[config.mk]
export PLATFORM = sky130hd
export DESIGN_NAME = ogt_trim_bank
export DESIGN_NICKNAME = d
export VERILOG_FILES = /design/src/common/ogt_pkg.sv /design/src/logic/ogt_core_trim_sel.sv /design/src/logic/ogt_trim_bank.sv
export SDC_FILE = /design/constraint.sdc
export NUM_CORES = 1
export LEC_CHECK = 0
export BUFFER_PORTS_ARGS = -buffer_cell sky130_fd_sc_hd__buf_2
export CORE_MARGIN = 3
export CORE_UTILIZATION = 30
export CTS_CLUSTER_DIAMETER = 200
export DETAILED_ROUTE_END_ITERATION = 10
export PLACE_DENSITY_LB_ADDON = 0.05
export SYNTH_ARGS = -nofsm -noshare
export SYNTH_HDL_FRONTEND = slang
export SYNTH_SLANG_ARGS = --single-unit
[constraint.sdc]
create_clock -name core_clk -period 2.04 [get_ports core_clk]
set_input_delay 0.102 -clock core_clk [delete_from_list [all_inputs] [get_ports core_clk]]
set_output_delay 0.102 -clock core_clk [all_outputs]
set_load 0.005 [all_outputs]
[src/common/ogt_pkg.sv]
// Constants for the per-core offset and fine gain trim bank.
// Assumes an APB master on 32-bit words and a fuse store on the same clock.
//
// How it works
// - Core 2 on input B applies the input-B offset trim, not input A's.
// - Core 3 on input C applies bits 11:0 of its input-C offset register.
// - Core 3 on input D applies bits 11:0 of its input-D offset register.
// - Cores 4 and 5 apply one fixed offset trim whatever input they sample.
// - Every trim is loaded from fuse storage after reset, never left zero.
// - Cores 0 and 1 apply bits 4:0 of their own gain register.
// - Core 2 on input A applies the input-A fine gain trim.
// - Offset trim fields are unsigned quantities.
// - Core 2 on input B applies the input-B fine gain trim.
package ogt_pkg;

    // Slot count: eight offset registers then eight gain registers.
    localparam int unsigned NUM_SLOTS    = 16;
    localparam int unsigned SLOT_W       = 4;
    localparam int unsigned NUM_CORES    = 6;
    localparam int unsigned REG_W        = 16;
    localparam int unsigned OFS_W        = 12;
    localparam int unsigned GAIN_W       = 5;
    localparam int unsigned GAIN_REG_W   = 8;
    localparam int unsigned IDX_W        = 12;

    // Register indices; the byte address is four times the index.
    localparam logic [11:0] IDX_OFS_CORE0     = 12'h330;
    localparam logic [11:0] IDX_OFS_CORE1     = 12'h332;
    localparam logic [11:0] IDX_OFS_CORE2_A   = 12'h334;
    localparam logic [11:0] IDX_OFS_CORE2_B   = 12'h336;
    localparam logic [11:0] IDX_OFS_CORE3_C   = 12'h338;
    localparam logic [11:0] IDX_OFS_CORE3_D   = 12'h33A;
    localparam logic [11:0] IDX_OFS_CORE4     = 12'h33C;
    localparam logic [11:0] IDX_OFS_CORE5     = 12'h33E;
    localparam logic [11:0] IDX_GAIN_CORE0    = 12'h360;
    localparam logic [11:0] IDX_GAIN_CORE1    = 12'h361;
    localparam logic [11:0] IDX_GAIN_CORE2_A  = 12'h362;
    localparam logic [11:0] IDX_GAIN_CORE2_B  = 12'h363;
    localparam logic [11:0] IDX_GAIN_CORE3_C  = 12'h364;
    localparam logic [11:0] IDX_GAIN_CORE3_D  = 12'h365;
    localparam logic [11:0] IDX_GAIN_CORE4    = 12'h366;
    localparam logic [11:0] IDX_GAIN_CORE5    = 12'h367;
    localparam logic [11:0] IDX_STATUS        = 12'h370;

    // Offset registers sit on even indices, gain registers on consecutive.
    localparam logic [11:0] OFS_BASE_IDX  = 12'h330;
    localparam logic [11:0] OFS_LAST_IDX  = 12'h33E;
    localparam logic [11:0] GAIN_BASE_IDX = 12'h360;
    localparam logic [11:0] GAIN_LAST_IDX = 12'h367;
    localparam logic [SLOT_W-1:0] GAIN_SLOT0 = 4'h8;

    // Field layout.
    localparam int unsigned OFS_MSB     = 11;
    localparam int unsigned GAIN_MSB    = 4;
    localparam int unsigned STAT_LOADED = 0;
    localparam int unsigned STAT_BUSY   = 1;

    // Reset values of the registers before the fuse load replaces them.
    localparam logic [REG_W-1:0] OFS_RESET  = 16'h0000;
    localparam logic [REG_W-1:0] GAIN_RESET = 16'h0000;

    // Slot of the primary and alternate trims of each core.
    localparam logic [5:0][3:0] CORE_OFS_PRI  = {4'h7, 4'h6, 4'h4, 4'h2,
                                                 4'h1, 4'h0};
    localparam logic [5:0][3:0] CORE_OFS_ALT  = {4'h7, 4'h6, 4'h5, 4'h3,
                                                 4'h1, 4'h0};
    localparam logic [5:0][3:0] CORE_GAIN_PRI = {4'hF, 4'hE, 4'hC, 4'hA,
                                                 4'h9, 4'h8};
    localparam logic [5:0][3:0] CORE_GAIN_ALT = {4'hF, 4'hE, 4'hD, 4'hB,
                                                 4'h9, 4'h8};

    // Fuse load sequencer states.
    typedef enum logic [1:0] {
        OGT_LOAD_REQ,
        OGT_LOAD_WAIT,
        OGT_READY
    } ogt_load_state_t;

endpackage

[src/logic/ogt_core_trim_sel.sv]
// One converter core's trim selector: picks the trims for the sampled input.
// Assumes both trim pairs and the input select come from the same clock.
`timescale 1ns/1ns
module ogt_core_trim_sel #(
    parameter int unsigned OFS_W  = 12,
    parameter int unsigned GAIN_W = 5
) (
    // Clock and reset.
    input  wire logic              core_clk,
    input  wire logic              rst_n,
    // Stored trims for the primary and the alternate input.
    input  wire logic [OFS_W-1:0]  ofs_pri,
    input  wire logic [OFS_W-1:0]  ofs_alt,
    input  wire logic [GAIN_W-1:0] gain_pri,
    input  wire logic [GAIN_W-1:0] gain_alt,
    // High while the core samples its alternate input.
    input  wire logic              sel_alt,
    // Trims applied to the core.
    output logic      [OFS_W-1:0]  ofs_applied,
    output logic      [GAIN_W-1:0] gain_applied
);

    initial begin
        if (OFS_W == 0 || GAIN_W == 0) begin
            $error("Trim widths must be nonzero.");
        end
    end

    // Registered so the core sees one clean change per select or write.
    always_ff @(posedge core_clk or negedge rst_n) begin
        if (!rst_n) begin
            ofs_applied  <= '0;
            gain_applied <= '0;
        end else begin
            ofs_applied  <= sel_alt ? ofs_alt : ofs_pri;
            gain_applied <= sel_alt ? gain_alt : gain_pri;
        end
    end

endmodule

[src/logic/ogt_trim_bank.sv]
// Offset and fine gain trim bank for six converter cores, APB register port.
// Assumes a fuse store that answers one read request at a time, and input
// selects for cores 2 and 3 driven by logic on the same clock.
//
// The APB register port was chosen for this implementation.
`timescale 1ns/1ns
module ogt_trim_bank #(
    parameter int unsigned NUM_CORES = 6
) (
    // Clock and reset.
    input  wire logic                     core_clk,
    input  wire logic                     rst_n,
    // APB slave.
    input  wire logic                     psel,
    input  wire logic                     penable,
    input  wire logic                     pwrite,
    input  wire logic [13:0]              paddr,
    input  wire logic [31:0]              pwdata,
    input  wire logic [3:0]               pstrb,
    output logic      [31:0]              prdata,
    output logic                          pready,
    output logic                          pslverr,
    // Fuse storage read port.
    output logic                          fuse_rd_req,
    output logic      [3:0]               fuse_rd_index,
    input  wire logic [15:0]              fuse_rd_data,
    input  wire logic                     fuse_rd_valid,
    // Calibration state shown to software.
    input  wire logic                     offset_cal_busy,
    // Input selects of the dual-input cores.
    input  wire logic                     core2_samples_input_b,
    input  wire logic                     core3_samples_input_d,
    // Trims applied to the cores.
    output logic      [NUM_CORES-1:0][11:0] core_offset_trim,
    output logic      [NUM_CORES-1:0][4:0]  core_gain_trim
);

    localparam int unsigned NSLOT = ogt_pkg::NUM_SLOTS;
    localparam int unsigned SW    = ogt_pkg::SLOT_W;

    initial begin
        if (NUM_CORES != ogt_pkg::NUM_CORES) begin
            $error("The slot map serves exactly six cores.");
        end
    end

    // Maps a register index onto a storage slot; valid is low if unmapped.
    function automatic logic [SW:0] slot_of(input logic [11:0] idx);
        logic [11:0] rel;
        rel = '0;
        if (idx >= ogt_pkg::OFS_BASE_IDX && idx <= ogt_pkg::OFS_LAST_IDX
            && !idx[0]) begin
            rel = idx - ogt_pkg::OFS_BASE_IDX;
            slot_of = {1'b1, rel[SW:1]};
        end else if (idx >= ogt_pkg::GAIN_BASE_IDX
                     && idx <= ogt_pkg::GAIN_LAST_IDX) begin
            rel = idx - ogt_pkg::GAIN_BASE_IDX;
            slot_of = {1'b1, ogt_pkg::GAIN_SLOT0 | rel[SW-1:0]};
        end else begin
            slot_of = '0;
        end
    endfunction

    // Width mask of a slot: offset slots hold 16 bits, gain slots 8.
    function automatic logic [15:0] slot_mask(input logic [SW-1:0] s);
        if (s[SW-1]) begin
            slot_mask = 16'h00FF;
        end else begin
            slot_mask = 16'hFFFF;
        end
    endfunction

    // Storage of all trims, addressed by slot.
    logic [15:0]             trim_q [NSLOT];
    ogt_pkg::ogt_load_state_t load_state_q;
    logic [SW-1:0]           load_cnt_q;
    logic                    loaded;
    logic                    ready_q;

    // APB decode of the current transfer.
    logic [11:0]   reg_idx;
    logic [SW:0]   dec;
    logic          dec_hit;
    logic          dec_status;
    logic [SW-1:0] dec_slot;
    logic          access;
    logic          wr_fire;
    logic [15:0]   wr_bytes;

    assign reg_idx    = paddr[13:2];
    assign dec        = slot_of(reg_idx);
    assign dec_hit    = dec[SW];
    assign dec_slot   = dec[SW-1:0];
    assign dec_status = (reg_idx == ogt_pkg::IDX_STATUS);
    assign access     = psel && penable && pready;
    // Writes only land once the fuse values are in, so software never loses
    // a value to the loader overwriting it afterwards.
    assign wr_fire    = access && pwrite && dec_hit && !pslverr;
    assign wr_bytes   = {{8{pstrb[1]}}, {8{pstrb[0]}}};

    // Accesses stall until one cycle after the fuse load ends, so a stalled
    // read captures its word once every trim is in; then zero wait states.
    assign pready  = ready_q;
    assign pslverr = psel && penable && !(dec_hit || (dec_status && !pwrite));
    assign loaded  = (load_state_q == ogt_pkg::OGT_READY);

    // Ready lags the load by a cycle so the read flop sees loaded trims.
    always_ff @(posedge core_clk or negedge rst_n) begin
        if (!rst_n) begin
            ready_q <= 1'b0;
        end else begin
            ready_q <= loaded;
        end
    end

    // Fuse load sequencer: one request per slot, held until answered.
    always_ff @(posedge core_clk or negedge rst_n) begin
        if (!rst_n) begin
            load_state_q <= ogt_pkg::OGT_LOAD_REQ;
            load_cnt_q   <= '0;
        end else begin
            case (load_state_q)
                ogt_pkg::OGT_LOAD_REQ: begin
                    load_state_q <= ogt_pkg::OGT_LOAD_WAIT;
                end
                ogt_pkg::OGT_LOAD_WAIT: begin
                    if (fuse_rd_valid) begin
                        load_cnt_q <= load_cnt_q + 1'b1;
                        if (load_cnt_q == SW'(NSLOT - 1)) begin
                            load_state_q <= ogt_pkg::OGT_READY;
                        end else begin
                            load_state_q <= ogt_pkg::OGT_LOAD_REQ;
                        end
                    end
                end
                ogt_pkg::OGT_READY: begin
                    load_state_q <= ogt_pkg::OGT_READY;
                end
                default: begin
                    load_state_q <= ogt_pkg::OGT_LOAD_REQ;
                end
            endcase
        end
    end

    // Fuse request outputs come straight from the sequencer flip-flops.
    assign fuse_rd_req   = (load_state_q == ogt_pkg::OGT_LOAD_WAIT);
    assign fuse_rd_index = load_cnt_q;

    // Trim storage: fuse load first, then byte-enabled software writes.
    // Reserved bits are stored as written; keeping them zero is software's
    // duty.
    generate
        for (genvar s = 0; s < NSLOT; s++) begin : g_slot
            always_ff @(posedge core_clk or negedge rst_n) begin
                if (!rst_n) begin
                    trim_q[s] <= (s >= 8) ? ogt_pkg::GAIN_RESET
                                          : ogt_pkg::OFS_RESET;
                end else if (fuse_rd_req && fuse_rd_valid
                             && load_cnt_q == SW'(s)) begin
                    trim_q[s] <= fuse_rd_data & slot_mask(SW'(s));
                end else if (wr_fire && dec_slot == SW'(s)) begin
                    // Only the addressed slot changes.
                    trim_q[s] <= ((trim_q[s] & ~wr_bytes)
                                 | (pwdata[15:0] & wr_bytes))
                                 & slot_mask(SW'(s));
                end
            end
        end
    endgenerate

    // Word addressed by the current transfer, before it is registered.
    logic [31:0] rd_word;
    always_comb begin
        rd_word = 32'h0000_0000;
        if (dec_hit) begin
            rd_word = {16'h0000, trim_q[dec_slot]};
        end else if (dec_status) begin
            rd_word[ogt_pkg::STAT_LOADED] = loaded;
            rd_word[ogt_pkg::STAT_BUSY]   = offset_cal_busy;
        end
    end

    // Read data is captured in the setup cycle so it stands in a flip-flop
    // during the access phase; zero-wait reads then see a stable word.
    logic [31:0] prdata_q;
    always_ff @(posedge core_clk or negedge rst_n) begin
        if (!rst_n) begin
            prdata_q <= 32'h0000_0000;
        end else if (psel && !penable && !pwrite) begin
            prdata_q <= rd_word;
        end else if (psel && penable && !pwrite && !pready) begin
            // Keep tracking while the fuse load stalls the transfer.
            prdata_q <= rd_word;
        end
    end
    assign prdata = prdata_q;

    // Input selects passed to the per-core selectors.
    logic [NUM_CORES-1:0] sel_alt;
    always_comb begin
        sel_alt    = '0;
        sel_alt[2] = core2_samples_input_b;
        sel_alt[3] = core3_samples_input_d;
    end

    // One selector per core; cores 0, 1, 4 and 5 map both inputs to the
    // same slot, so their trims never depend on the sampled input.
    generate
        for (genvar c = 0; c < NUM_CORES; c++) begin : g_core
            logic [15:0] ofs_p;
            logic [15:0] ofs_a;
            logic [15:0] gain_p;
            logic [15:0] gain_a;
            assign ofs_p  = trim_q[ogt_pkg::CORE_OFS_PRI[c]];
            assign ofs_a  = trim_q[ogt_pkg::CORE_OFS_ALT[c]];
            assign gain_p = trim_q[ogt_pkg::CORE_GAIN_PRI[c]];
            assign gain_a = trim_q[ogt_pkg::CORE_GAIN_ALT[c]];
            ogt_core_trim_sel #(
                .OFS_W  (ogt_pkg::OFS_W),
                .GAIN_W (ogt_pkg::GAIN_W)
            ) u_sel (
                .core_clk     (core_clk),
                .rst_n        (rst_n),
                .ofs_pri      (ofs_p[ogt_pkg::OFS_MSB:0]),
                .ofs_alt      (ofs_a[ogt_pkg::OFS_MSB:0]),
                .gain_pri     (gain_p[ogt_pkg::GAIN_MSB:0]),
                .gain_alt     (gain_a[ogt_pkg::GAIN_MSB:0]),
                .sel_alt      (sel_alt[c]),
                .ofs_applied  (core_offset_trim[c]),
                .gain_applied (core_gain_trim[c])
            );
        end
    endgenerate

endmodule

# ---- Yosys cells after proc, flatten, opt, wreduce, memory -nomap -nowiden
# Cells that the tools add are included.
dict set report classes {
  eq_ne 34
  muxes 49
  n_addsub 3
  reduce_logical 75
  n_lt_le_gt_ge 5
  bitwise 35
}
# cell n
set op_table {}
lappend op_table {{16-bit two-way mux} 34}
lappend op_table {{16-bit AND} 9}
lappend op_table {{16-bit OR} 8}
lappend op_table {{8-bit AND} 8}
lappend op_table {{16-bit binary-select mux with 4-bit select} 1}
lappend op_table {{4-bit equality test (second input constant)} 16}
lappend op_table {{32-bit two-way mux} 2}
lappend op_table {{8-bit OR} 8}
lappend op_table {{1-bit logical AND} 47}
lappend op_table {{2-bit nonzero test} 17}
lappend op_table {{4-bit by 3-bit equality test with 1-bit output (second input constant)} 8}
lappend op_table {{12-bit by 10-bit >= comparator with 1-bit output (second input constant)} 2}
lappend op_table {{12-bit by 10-bit less-or-equal comparator with 1-bit output (second input constant)} 2}
lappend op_table {{12-bit two-way mux} 2}
lappend op_table {{5-bit two-way mux} 4}
lappend op_table {{4-bit by 2-bit equality test with 1-bit output (second input constant)} 4}
lappend op_table {{16-bit NOT} 1}
lappend op_table {{14-bit two-way mux} 1}
lappend op_table {{12-bit by 10-bit equality test with 1-bit output (second input constant)} 1}
lappend op_table {{4-bit by 1-bit equality test with 1-bit output (second input constant)} 2}
lappend op_table {{4-bit logical NOT} 2}
lappend op_table {{2-bit two-way mux} 4}
lappend op_table {{1-bit logical NOT} 6}
lappend op_table {{2-bit one-hot mux with 3 select lines} 1}
lappend op_table {{other kinds (11)} 11}
dict set report word_totals {
  output_inout_bits 141
  register_bits 397
  elab_cells 233
  in_bits 75
}

# ---- Logic depth before layout (Yosys ltp)
# Gate-level depths: netlist of the first run.
dict set report logic_depth {
  depth_word 12
  ltp_mapped 11
  mapped_depth_nobuf 7
}

# ---- Modules after synthesis
# From an unflattened synthesis of the first run, not the netlist that was laid out.
dict set report unflattened {
  hier_cells 1599
  hier_area_um2 16484.6
}
# mod seq_area_each_um2 area_each_um2 cells_each instances
set by_module_without_submodules {}
lappend by_module_without_submodules {ogt_trim_bank 5380.2 12370.6 1383 1}
lappend by_module_without_submodules {ogt_core_trim_sel 425.4 685.7 36 6}

# ---- Worst setup path after synthesis of the first run
# No wires, ideal clock.
dict set report synth_path {
  path_type {input -> register}
  startpoint {input paddr[8]}
  endpoint {register prdata_q[3], in the netlist prdata[3]}
  required_time_ps 1945
  slack_ps -287
  path_stages 9
  path_buffers 3
  arrival_ps 2232
  path_cell_list {buf_2 > or3b_2 > buf_2 > nor4_4 > a41oi_1 > buf_2 > mux2i_1 > a221o_1 > o31ai_1}
}
dict set report synth_via {
  elab_chain_cells 11
}
# element line_no
set synth_lines {}
lappend synth_lines {{start, declared} ogt_trim_bank.sv:17} ;# input wire logic [13:0] paddr,
lappend synth_lines {{12-bit by 10-bit >= comparator with 1-bit output, or another cell as far along} ogt_trim_bank.sv:55} ;# end else if (idx >= ogt_pkg::GAIN_BASE_IDX
lappend synth_lines {{1-bit logical AND (on tied branches)} {ogt_trim_bank.sv:56, ogt_trim_bank.sv:51}}
lappend synth_lines {{5-bit two-way mux / 1-bit logical AND (equally long branches)} {ogt_trim_bank.sv:55, ogt_trim_bank.sv:52}}
lappend synth_lines {{5-bit two-way mux *} ogt_trim_bank.sv:51} ;# if (idx >= ogt_pkg::OFS_BASE_IDX && idx <= ogt_pkg::OFS_LAST_IDX
lappend synth_lines {{4-bit NOT with 5-bit output (implied by the code)} ogt_trim_bank.sv:177} ;# rd_word = {16'h0000, trim_q[dec_slot]};
lappend synth_lines {{16-bit binary-select mux with 4-bit select} ogt_trim_bank.sv:177}
lappend synth_lines {{16-bit two-way mux (implied by the code) (2 in a row)} ogt_trim_bank.sv:177}
lappend synth_lines {{14-bit two-way mux *} ogt_trim_bank.sv:176} ;# if (dec_hit) begin
lappend synth_lines {{32-bit two-way mux} ogt_trim_bank.sv:192} ;# end else if (psel && penable && !pwrite && !pready) begin
lappend synth_lines {{32-bit two-way mux *} ogt_trim_bank.sv:190} ;# end else if (psel && !penable && !pwrite) begin
lappend synth_lines {{end signal, assigned} ogt_trim_bank.sv:191} ;# prdata_q <= rd_word;
lappend synth_lines {{end signal, assigned} ogt_trim_bank.sv:194} ;# prdata_q <= rd_word;
lappend synth_lines {{end, declared} ogt_trim_bank.sv:186} ;# logic [31:0] prdata_q;
# Every way passes the cells marked *; elsewhere a longest branch is shown, timed or not. The select of a mux whose other input is x is not followed.
# A chain may end at the register's enable or synchronous reset.

# ---- Worst setup path in the final report of the first run
dict set report layout_path {
  startpoint {input paddr[3]}
  endpoint {register prdata_q[11], in the netlist prdata[11]}
}
# Same word-level chain as after synthesis.

==> summary.md, run 1 <==
| Metric | Value |
|---|---|
| Met3 capacity usage during global routing | `approximately 5.5%` |
| Hold path start | `offset_cal_busy` |
| Bufs on Longest Clock Path | `3` |
| Antenna Nets Post-Route | `0` |
| Sw frac | `about a third` |
| Count of final setup violators | `0` |
| Asr flop ratio synth | `100%` |
| Highest-count cells in the layout ignoring fill and taps | `317 x dfrtp_1, 256 x nor2_1, 246 x a21oi_1, 198 x nand2_1, 178 x buf_2` |
| Vias/cell | `5.10` |
| Grt met1 use | `between 30 and 40%` |
| Fmax | `514 MHz` |
| Pwr dens | `1230 nW/um^2` |
| First-pass GRT wire length | `94,700 um` |
| Crit. End Element | `flip-flop` |
| Largest net degree at the start of global routing | `82` |
| Tightest Pin Transition | `between 800 and 900 ps` |
| FF-to-FF path depth | `9` |
| Hold path cells | `5` |
| Initial antenna violation count | `6` |
| Number of library cell types mapped by synthesis | `76` |
| TritonCTS clock tree | `built` |
| Req. time, crit path | `around 2500 ps` |
| Pint | `approximately 17,000 uW` |
| Tot Pwr | `25,200 uW` |
| Flops & latches, synth | `about 320` |
| Die Span X | `~230 um` |
| Final period util | `95.4%` |
| Syn Area/Cell | `9.29 sq um` |
| Post-synth EDFFs | `0` |
| Unrepaired setup endpoints after global routing | `yes` |
| Num Clock Sinks | `approximately 320` |
| H-tree Lvls | `2` |
| GRT Total Usage | `between 20% and 30%` |
| Clock transition at path regs | `around 60 ps` |
| Gr busiest metal | `met1` |
| Layout cell share with drive strength beyond 1 | `approximately 29%` |
| Max-cap violations | `0` |
| CP Max Fanout | `20` |
| Reg2reg start | `load_state_q[0]` |
| # IOs | `216` |
| Most common cell after layout, fill and taps aside | `dfrtp_1` |
| I/O Buffers | `about 180` |
| Sequential share of the synthesized area | `just over 50%` |
| R2R setup slack | `between 100 and 150 ps` |
| Core area | `just over 50,000 sq um` |
| Sequential share of power | `between 40% and 50%` |
| Lkg Pwr | `slightly above 0.009 uW` |
| Post-synthesis cell area | `~15,000 sq um` |
| DRC Markers | `0` |
| Crit path launch type | `input port` |
| Max IR drop VDD | `0.000567 V` |
| Starting DRT DRC Count | `~1,400` |
| CP Class | `in2reg` |
| Final slew viol count | `0` |
| Total wire length | `65,300 um` |
| Net switching power | `8540 uW` |
| Pre-antenna DRT Iters | `6` |
| # rows | `82` |
| Clock share of power | `29.9%` |
| Crit path time final | `around 2000 ps` |
| Total CTS buffers | `39` |
| Top FF cell, synth | `dfrtp_1` |
| Remaining Overflow, GRT | `0` |
| Clock Latency Late Sink | `570 ps` |
| Status | `completed` |
| Hold EP | `prdata[1]` |
| Hold Vio Cnt, Final | `0` |
| Fin Clk Skew | `roughly 18 ps` |
| Vias in the first global route | `between 10,000 and 15,000` |
| Nets | `a little over 2,000` |
| Combinational power share | `approximately 25%` |
| Hold Path Class | `in2reg` |
| Worst setup margin | `94.5 ps` |
| RePlAce Congestion | `between 0.9 and 1` |
| Initial Util | `just over 30%` |
| GRT met2 Usage | `34.4%` |
| Die area | `between 50,000 and 60,000 sq um` |
| Post-layout util | `between 40% and 50%` |
| Die span in y | `about 230 um` |
| Syn. warnings | `0` |
| Cells after Synth | `1,645` |
| Worst rel slew slack | `roughly 40%` |
| Detailed Place HPWL | `around 48,000 um` |
| Dpl ws | `-667 ps` |
| Clk root buf | `clkbuf_16` |
| Via count | `~14,000` |
| Area Growth Syn to Fin | `34.4%` |
| Critical Path AT | `2390 ps` |
| Post-DR wirelength/cell | `24.3 um` |
[worst max path at each step]
stage	startpoint	end	slack, ps	cells after the start
floorplan	paddr[8]	prdata[3]	-180	9
global placement	paddr[13]	prdata[8]	-660	9
detailed placement	paddr[13]	prdata[8]	-670	9
CTS	load_state_q[0]	flip-flop	-1	9
global route	load_state_q[0]	flip-flop	-30	9
finish	paddr[3]	prdata[11]	90	13
[critical path: stages]
cell and delay [ps]:
buf_2 90, buf_6 210, inv_1 100, buf_4 170, or3_1 360, a211oi_1 280, buf_4 160, o21ai_1 100
buf_4 200, buf_4 150, o22a_1 200, nand3_1 150, nand3_1 90
[per-stage QoR]
stage / TNS [ps] / instance area (sq um) / instances / hold slack, ps
final: 0 / 20500 / 2688 / 45.2
after global routing: -149 / 20500 / 2687 / 50.5
after CTS: -1.02 / 20300 / 2680 / 8.24
after detailed placement: -75950 / 18600 / 2587 / -27.1
after global placement: -83990 / 18600 / 2587 / -27.0
after floorplan: -11720 / 15400 / 1660 / -194
[power by group through the flow]
| stage | combinational (uW) | clock [uW] | sequential [uW] |
|---|---|---|---|
| detailed placement | 6290 | 0 | 11400 |
| floorplan | 3370 | 0 | 10500 |
| global placement | 6200 | 0 | 11400 |
| global route | 7190 | 7970 | 11600 |
| CTS | 6360 | 7700 | 11300 |
| finish | 6380 | 7540 | 11300 |
[what timing repair did]
action                                  in CTS  in global routing
endpoints found under the setup margin      12                172
pin swaps                                    2                 14
setup buffers                                5                  6
hold buffers                                17                  0
gates resized for setup                      3                 38
endpoints found under the hold margin      373                  0
cloned                                       0                  1
[layout make-up]
class | instances | area [sq um]
diodes | 1 | 2.50
flip-flops and latches | 317 | 7930
well taps | 672 | 841
clock inverters | 23 | 317
multi-input cells | 1196 | 7040
inverters | 13 | 48.8
fillers | 5048 | 29700
clock buffers | 48 | 1060
repair buffers | 418 | 3300
[Yosys cell counts, drive strengths merged (13+ instances only)]
cell type	number	area [sq um]
dfrtp	317	7930
a21oi	248	1240
clkbuf	74	278
nand4	18	113
nor3	27	190
nand2	204	771
mux2	39	439
o21ai	105	526
mux2i	93	931
nand3	23	125
inv	13	48.8
nor2	266	1020
buf	60	315
[logic make-up (layout without fill, tap and decap cells)]
| family | Yosys count | in the layout | share of synthesized area, % |
|---|---|---|---|
| AO/OA/AOI/OAI | 451 | 451 | 17.2 |
| XOR/XNOR | 3 | 3 | 0.172 |
| adder cells (fa/ha/maj) | 4 | 4 | 0.327 |
| buffers and inverters | 147 | 502 | 4.20 |
| flip-flops | 317 | 317 | 51.9 |
| multiplexers | 134 | 134 | 9.26 |
| other | 1 | 17 | 0.0245 |
| AND/OR/NAND/NOR | 588 | 588 | 17.0 |
[per-layer routing]
layer / part of all wire, % / wire (um)
met5: 0.020 / 13
met1: 48 / 31600
met2: 42 / 27400
met4: 2.2 / 1460
met3: 7.4 / 4830
Power figures use the tool's default switching activity.
==> inputs of run 2 (changes only) <==
--- a/config.mk
+++ b/config.mk
@@ -6,7 +6,7 @@
 export NUM_CORES = 1
 export LEC_CHECK = 0
 export BUFFER_PORTS_ARGS = -buffer_cell sky130_fd_sc_hd__buf_2
-export CORE_MARGIN = 3
+export CORE_ASPECT_RATIO = 1.75
 export CORE_UTILIZATION = 30
 export CTS_CLUSTER_DIAMETER = 200
 export DETAILED_ROUTE_END_ITERATION = 10
==> summary.md, run 2 (same netlist as run 1, synthesis figures left out) <==
| Metric | Value |
|---|---|
| Remaining Overflow, GRT | `0` |
| # rows | `between 100 and 150` |
| RePlAce Congestion | `between 0.8 and 0.9` |
| Unrepaired setup endpoints after global routing | `yes` |
| Vias in the first global route | `between 10,000 and 15,000` |
| H-tree Lvls | `2` |
| Final period util | `between 90% and 100%` |
| Antenna cells | `0` |
| Clk root buf | `clkbuf_16` |
| Layout cell share with drive strength beyond 1 | `around 28%` |
| Hold path cells | `3` |
| Hold Vio Cnt, Final | `0` |
| Worst setup margin | `just over 50 ps` |
| Lkg Pwr | `just over 0.009 uW` |
| Highest-count cells in the layout ignoring fill and taps | `317 x dfrtp_1, 258 x nor2_1, 246 x a21oi_1, 199 x nand2_1, 182 x buf_4` |
| Crit path top cell by count | `buf_4` |
| Fin Hold WS | `32.4 ps` |
| Die Span X | `173 um` |
| Num Clock Sinks | `around 320` |
| # IOs | `around 220` |
| Pwr dens | `1210 nW/um^2` |
| R2R setup slack | `110 ps` |
| CP Class | `in2reg` |
| Reg2reg start | `pready` |
| Nets | `~2,100` |
| Die span in y | `301 um` |
| Crit path time final | `1990 ps` |
| GRT Total Usage | `about a quarter` |
| Hold path start | `pwdata[7]` |
| CP Max Fanout | `15` |
| Fin Clk Skew | `between 10 and 15 ps` |
| Status | `completed` |
| Crit. End Element | `flip-flop` |
| CP max stage cell | `nor3_4` |
| Core area | `~50,000 sq um` |
| Critical Path AT | `approximately 2400 ps` |
| Largest net degree at the start of global routing | `between 80 and 90` |
| Clock transition at path regs | `~60 ps` |
| Crit path launch type | `input port` |
| Hold Path Class | `in2reg` |
| Initial antenna violation count | `1` |
| Post-layout util | `about 40%` |
| Dpl ws | `-776 ps` |
| Pre-antenna DRT Iters | `5` |
| I/O Buffers | `between 150 and 200` |
| Vias/cell | `slightly above 5` |
| Starting DRT DRC Count | `about 940` |
| Post-DR wirelength/cell | `26.0 um` |
| Antenna Nets Post-Route | `0` |
| FF-to-FF path depth | `8` |
| TritonCTS clock tree | `built` |
| Detailed Place HPWL | `51,400 um` |
| Total CTS buffers | `34` |
| Most common cell after layout, fill and taps aside | `dfrtp_1` |
| Clock Latency Late Sink | `around 540 ps` |
| Crit-path cells | `buf_2, nor3_4, buf_4, a21o_1, buf_4, a41oi_4, buf_12, mux2_2, o22ai_1, a221o_1, o31ai_1` |
| Count of final setup violators | `0` |
| Max-cap violations | `0` |
| Via count | `13,800` |
| Bufs on Longest Clock Path | `3` |
| Die area | `roughly 52,000 sq um` |
| Req. time, crit path | `around 2500 ps` |
| CP peak stage delay | `between 300 and 400 ps` |
| Fmax | `around 500 MHz` |
| Final slew viol count | `0` |
| Max IR drop VDD | `0.000703 V` |
| Worst rel slew slack | `a little over half` |
| Total wire length | `69,300 um` |
| Tightest Pin Transition | `approximately 680 ps` |
| Initial Util | `30.3%` |
| Area Growth Syn to Fin | `31.9%` |
| DRC Markers | `0` |
| First-pass GRT wire length | `~98,000 um` |
run 2: cell types whose count changed in the layout (fill, tap and decap cells not counted), sizes merged:
cell         change
bufinv           -3
clkbuf           +2
diode            -1
buf              -1
dlygate4sd3      -6
clkinvlp         -1
clkinv           -7
run 2: repair_timing:
action / 4_1_cts / 5_1_grt
hold endpoints to repair: 343 / 0
setup endpoints to repair: 3 / 80
buffers inserted: 0 / 7
gates resized for setup: 5 / 19
hold buffers: 11 / 0
pin swaps: 0 / 6
gates cloned: 0 / 2
run 2: layout make-up:
class	count	area, sq um
Clock buffer	49	1030
Clock inverter	12	176
Fill cell	5161	30300
Inverter	13	48.8
Multi-Input combinational cell	1196	6970
Sequential cell	317	7930
Tap cell	666	833
Timing Repair Buffer	412	3170
run 2: through the flow:
| stage | instances | cell area, sq um | total power (uW) | setup TNS [ps] |
|---|---|---|---|---|
| final | 2665 | 20200 | 24400 | 0 |
| after global routing | 2665 | 20200 | 25900 | -19.9 |
| after CTS | 2656 | 19900 | 24700 | 0 |
| after detailed placement | 2584 | 18600 | 17700 | -61760 |
| after global placement | 2584 | 18600 | 17700 | -58040 |
| after floorplan | 1660 | 15400 | 13800 | -11720 |
run 2: worst max-delay path by stage:
| stage | startpoint | to | slack (ps) |
|---|---|---|---|
| 2_1_floorplan | paddr[8] | prdata[3] | -180 |
| 3_3_place_gp | paddr[13] | prdata[0] | -750 |
| 3_5_place_dp | paddr[13] | prdata[0] | -780 |
| 4_1_cts | paddr[13] | prdata[0] | 8 |
| 5_1_grt | load_state_q[0] | flip-flop | -7 |
| 6_report | paddr[13] | prdata[3] | 50 |
run 2: per-layer routing:
| layer | up-vias | part of all wire [%] | global-route usage, % |
|---|---|---|---|
| li1 | 6381 | - | - |
| met1 | 6786 | 36 | 28.3 |
| met2 | 450 | 54 | 50.0 |
| met3 | 140 | 3.6 | 2.70 |
| met4 | 0 | 6.1 | 15.1 |
| met5 | - | 0 | 0 |
run 2: critical path, delay by kind of cell:
kind            cells  cell delay (ps)
compound gates      5              990
buf+inv             4              740
simple gates        1              340
mux                 1              220
run 2: where the power goes:
group          switching, uW  internal (uW)  total, uW
Combinational           3570           2950       6520
Clock                   2750           4030       6780
Sequential              2060           9070      11100
==> inputs of run 3 (changes only) <==
==> constraint.sdc (replaced) <==
create_clock -name core_clk -period 2.3 [get_ports core_clk]
set_input_delay 0.115 -clock core_clk [delete_from_list [all_inputs] [get_ports core_clk]]
set_output_delay 0.115 -clock core_clk [all_outputs]
set_load 0.005 [all_outputs]
==> summary.md, run 3 (same netlist as run 1, synthesis figures left out) <==
| Metric | Value |
|---|---|
| Lkg Pwr | `approximately 0.0091 uW` |
| Unrepaired setup endpoints after global routing | `yes` |
| Clock share of power | `between 20% and 30%` |
| Bufs on Longest Clock Path | `3` |
| Worst rel slew slack | `50.6%` |
| Net switching power | `approximately 7400 uW` |
| Antenna Nets Post-Route | `0` |
| Nets | `around 2,100` |
| Layout cell share with drive strength beyond 1 | `27.7%` |
| Initial Util | `between 30 and 40%` |
| Crit path time final | `about 2300 ps` |
| Sw frac | `between 30% and 40%` |
| GRT Total Usage | `27.2%` |
| Hold Path Class | `in2reg` |
| Req. time, crit path | `between 2000 and 3000 ps` |
| Fillers | `5,202` |
| Highest-count cells in the layout ignoring fill and taps | `317 x dfrtp_1, 258 x nor2_1, 247 x a21oi_1, 201 x buf_4, 200 x nand2_1` |
| Pint | `approximately 14,000 uW` |
| Starting DRT DRC Count | `882` |
| Die Span X | `~170 um` |
| DRC Markers | `0` |
| Vias in the first global route | `around 14,000` |
| Placed Cells | `~2,600` |
| Total wire length | `70,500 um` |
| Die area | `just over 50,000 sq um` |
| Core area | `~50,000 sq um` |
| Num Clock Sinks | `317` |
| Clock transition at path regs | `70 ps` |
| Combinational power share | `26.8%` |
| Crit path launch type | `input port` |
| Clock Latency Late Sink | `~550 ps` |
| Via count | `about 14,000` |
| First-pass GRT wire length | `around 100,000 um` |
| Total CTS buffers | `34` |
| Post-DR wirelength/cell | `between 20 and 30 um` |
| Max IR drop VDD | `around 0.0006 V` |
| RePlAce Congestion | `~0.9` |
| Pwr dens | `1050 nW/um^2` |
| Largest net degree at the start of global routing | `67` |
| Die span in y | `about 300 um` |
| Vias/cell | `~5.1` |
| Pre-antenna DRT Iters | `5` |
| DP Area | `approximately 19,000 sq um` |
| Worst setup margin | `34.3 ps` |
| Critical Path AT | `about 2700 ps` |
| Detailed Place HPWL | `between 50,000 and 60,000 um` |
| Hold Vio Cnt, Final | `0` |
| Final slew viol count | `0` |
| CP Class | `in2reg` |
| Fmax | `between 400 and 500 MHz` |
| H-tree Lvls | `2` |
| Crit. End Element | `flip-flop` |
| Clk root buf | `clkbuf_16` |
| Initial antenna violation count | `6` |
| Sequential share of power | `47.4%` |
| Tightest Pin Transition | `738 ps` |
| Setup TNS | `0 ps` |
| Tot Pwr | `approximately 21,000 uW` |
| Final period util | `a little over nine tenths` |
| # IOs | `between 200 and 250` |
| I/O Buffers | `approximately 180` |
| Post-Layout Cell Count | `between 2,000 and 3,000` |
| Most common cell after layout, fill and taps aside | `dfrtp_1` |
| CP Max Fanout | `14` |
| Count of final setup violators | `0` |
| Dpl ws | `-840 ps` |
| # rows | `approximately 110` |
| TritonCTS clock tree | `built` |
| Area Growth Syn to Fin | `29.9%` |
| Final standard cell area without fillers | `19,900 sq um` |
| Max-cap violations | `0` |
| Status | `completed` |
| Fin Clk Skew | `31.7 ps` |
| Remaining Overflow, GRT | `0` |
run 3: changes by cell type in the layout (fill, tap and decap cells not counted), sizes merged:
cell / before / now
buf: 399 / 410
bufinv: 4 / 0
clkbuf: 51 / 45
clkinv: 3 / 4
clkinvlp: 2 / 3
diode: 0 / 1
dlygate4sd3: 11 / 8
inv: 16 / 15
run 3: layout make-up:
cell class / instances / area [sq um] / share of cell area (%)
tap: 666 / 833 / 4.19
antenna: 1 / 2.50 / 0.0126
clock buffer: 45 / 973 / 4.90
multi-input combinational: 1196 / 6930 / 34.9
timing repair buffer: 418 / 3080 / 15.5
inverter: 13 / 48.8 / 0.246
sequential: 317 / 7930 / 39.9
clock inverter: 9 / 66.3 / 0.334
run 3: worst max-delay path: stages:
cell and delay, ps:
buf_2 100, or3_1 530, nor2_2 240, buf_4 260, a41oi_4 250, buf_4 260, buf_4 180, mux2i_1 130
a32oi_1 360, nand4_1 130, o21ai_0 150
run 3: worst paths after layout:
kind | startpoint | end | slack (ps) | cells past startpoint
max | paddr[13] | prdata[5] | 30 | 11
min | pwdata[5] | flip-flop | 20 | 3
max reg2reg | pready | flip-flop | 160 | 8
min reg2reg | flip-flop | g_core[4].u_sel.gain_applied[0] | 410 | 0
max in group asynchronous | rst_n | async pin | 1370 | 3
min in group asynchronous | rst_n | g_core[3].u_sel.gain_applied[4] | 150 | 2
run 3: power by group through the flow:
stage	logic (uW)	registers, uW	clock network, uW
final	5610	9940	5400
after global routing	6270	10200	5700
after CTS	5680	10000	5540
after detailed placement	5650	10100	0
after global placement	5560	10100	0
after floorplan	2960	9280	0
run 3: timing repair:
item / 4_1_cts / 5_1_grt
resized for setup: 5 / 16
pin swaps: 1 / 5
hold buffers: 8 / 0
buffers inserted: 0 / 6
setup endpoints to repair: 28 / 76
gates cloned: 0 / 1
endpoints found under the hold margin: 81 / 0
run 3: routing by layer:
metal / vias to the layer above / GRT usage [%] / wire [um]
met5: - / 0 / 48
met4: 10 / 12.9 / 3450
met3: 123 / 3.03 / 2860
met2: 458 / 52.2 / 38700
met1: 6716 / 29.5 / 25500
li1: 6372 / - / -
run 3: stage by stage:
stage,util (%),hold slack (ps)
floorplan,-,-181
global placement,36.8,120
detailed placement,36.8,118
CTS,39.1,0.763
global route,39.4,31.7
finish,39.4,15.2
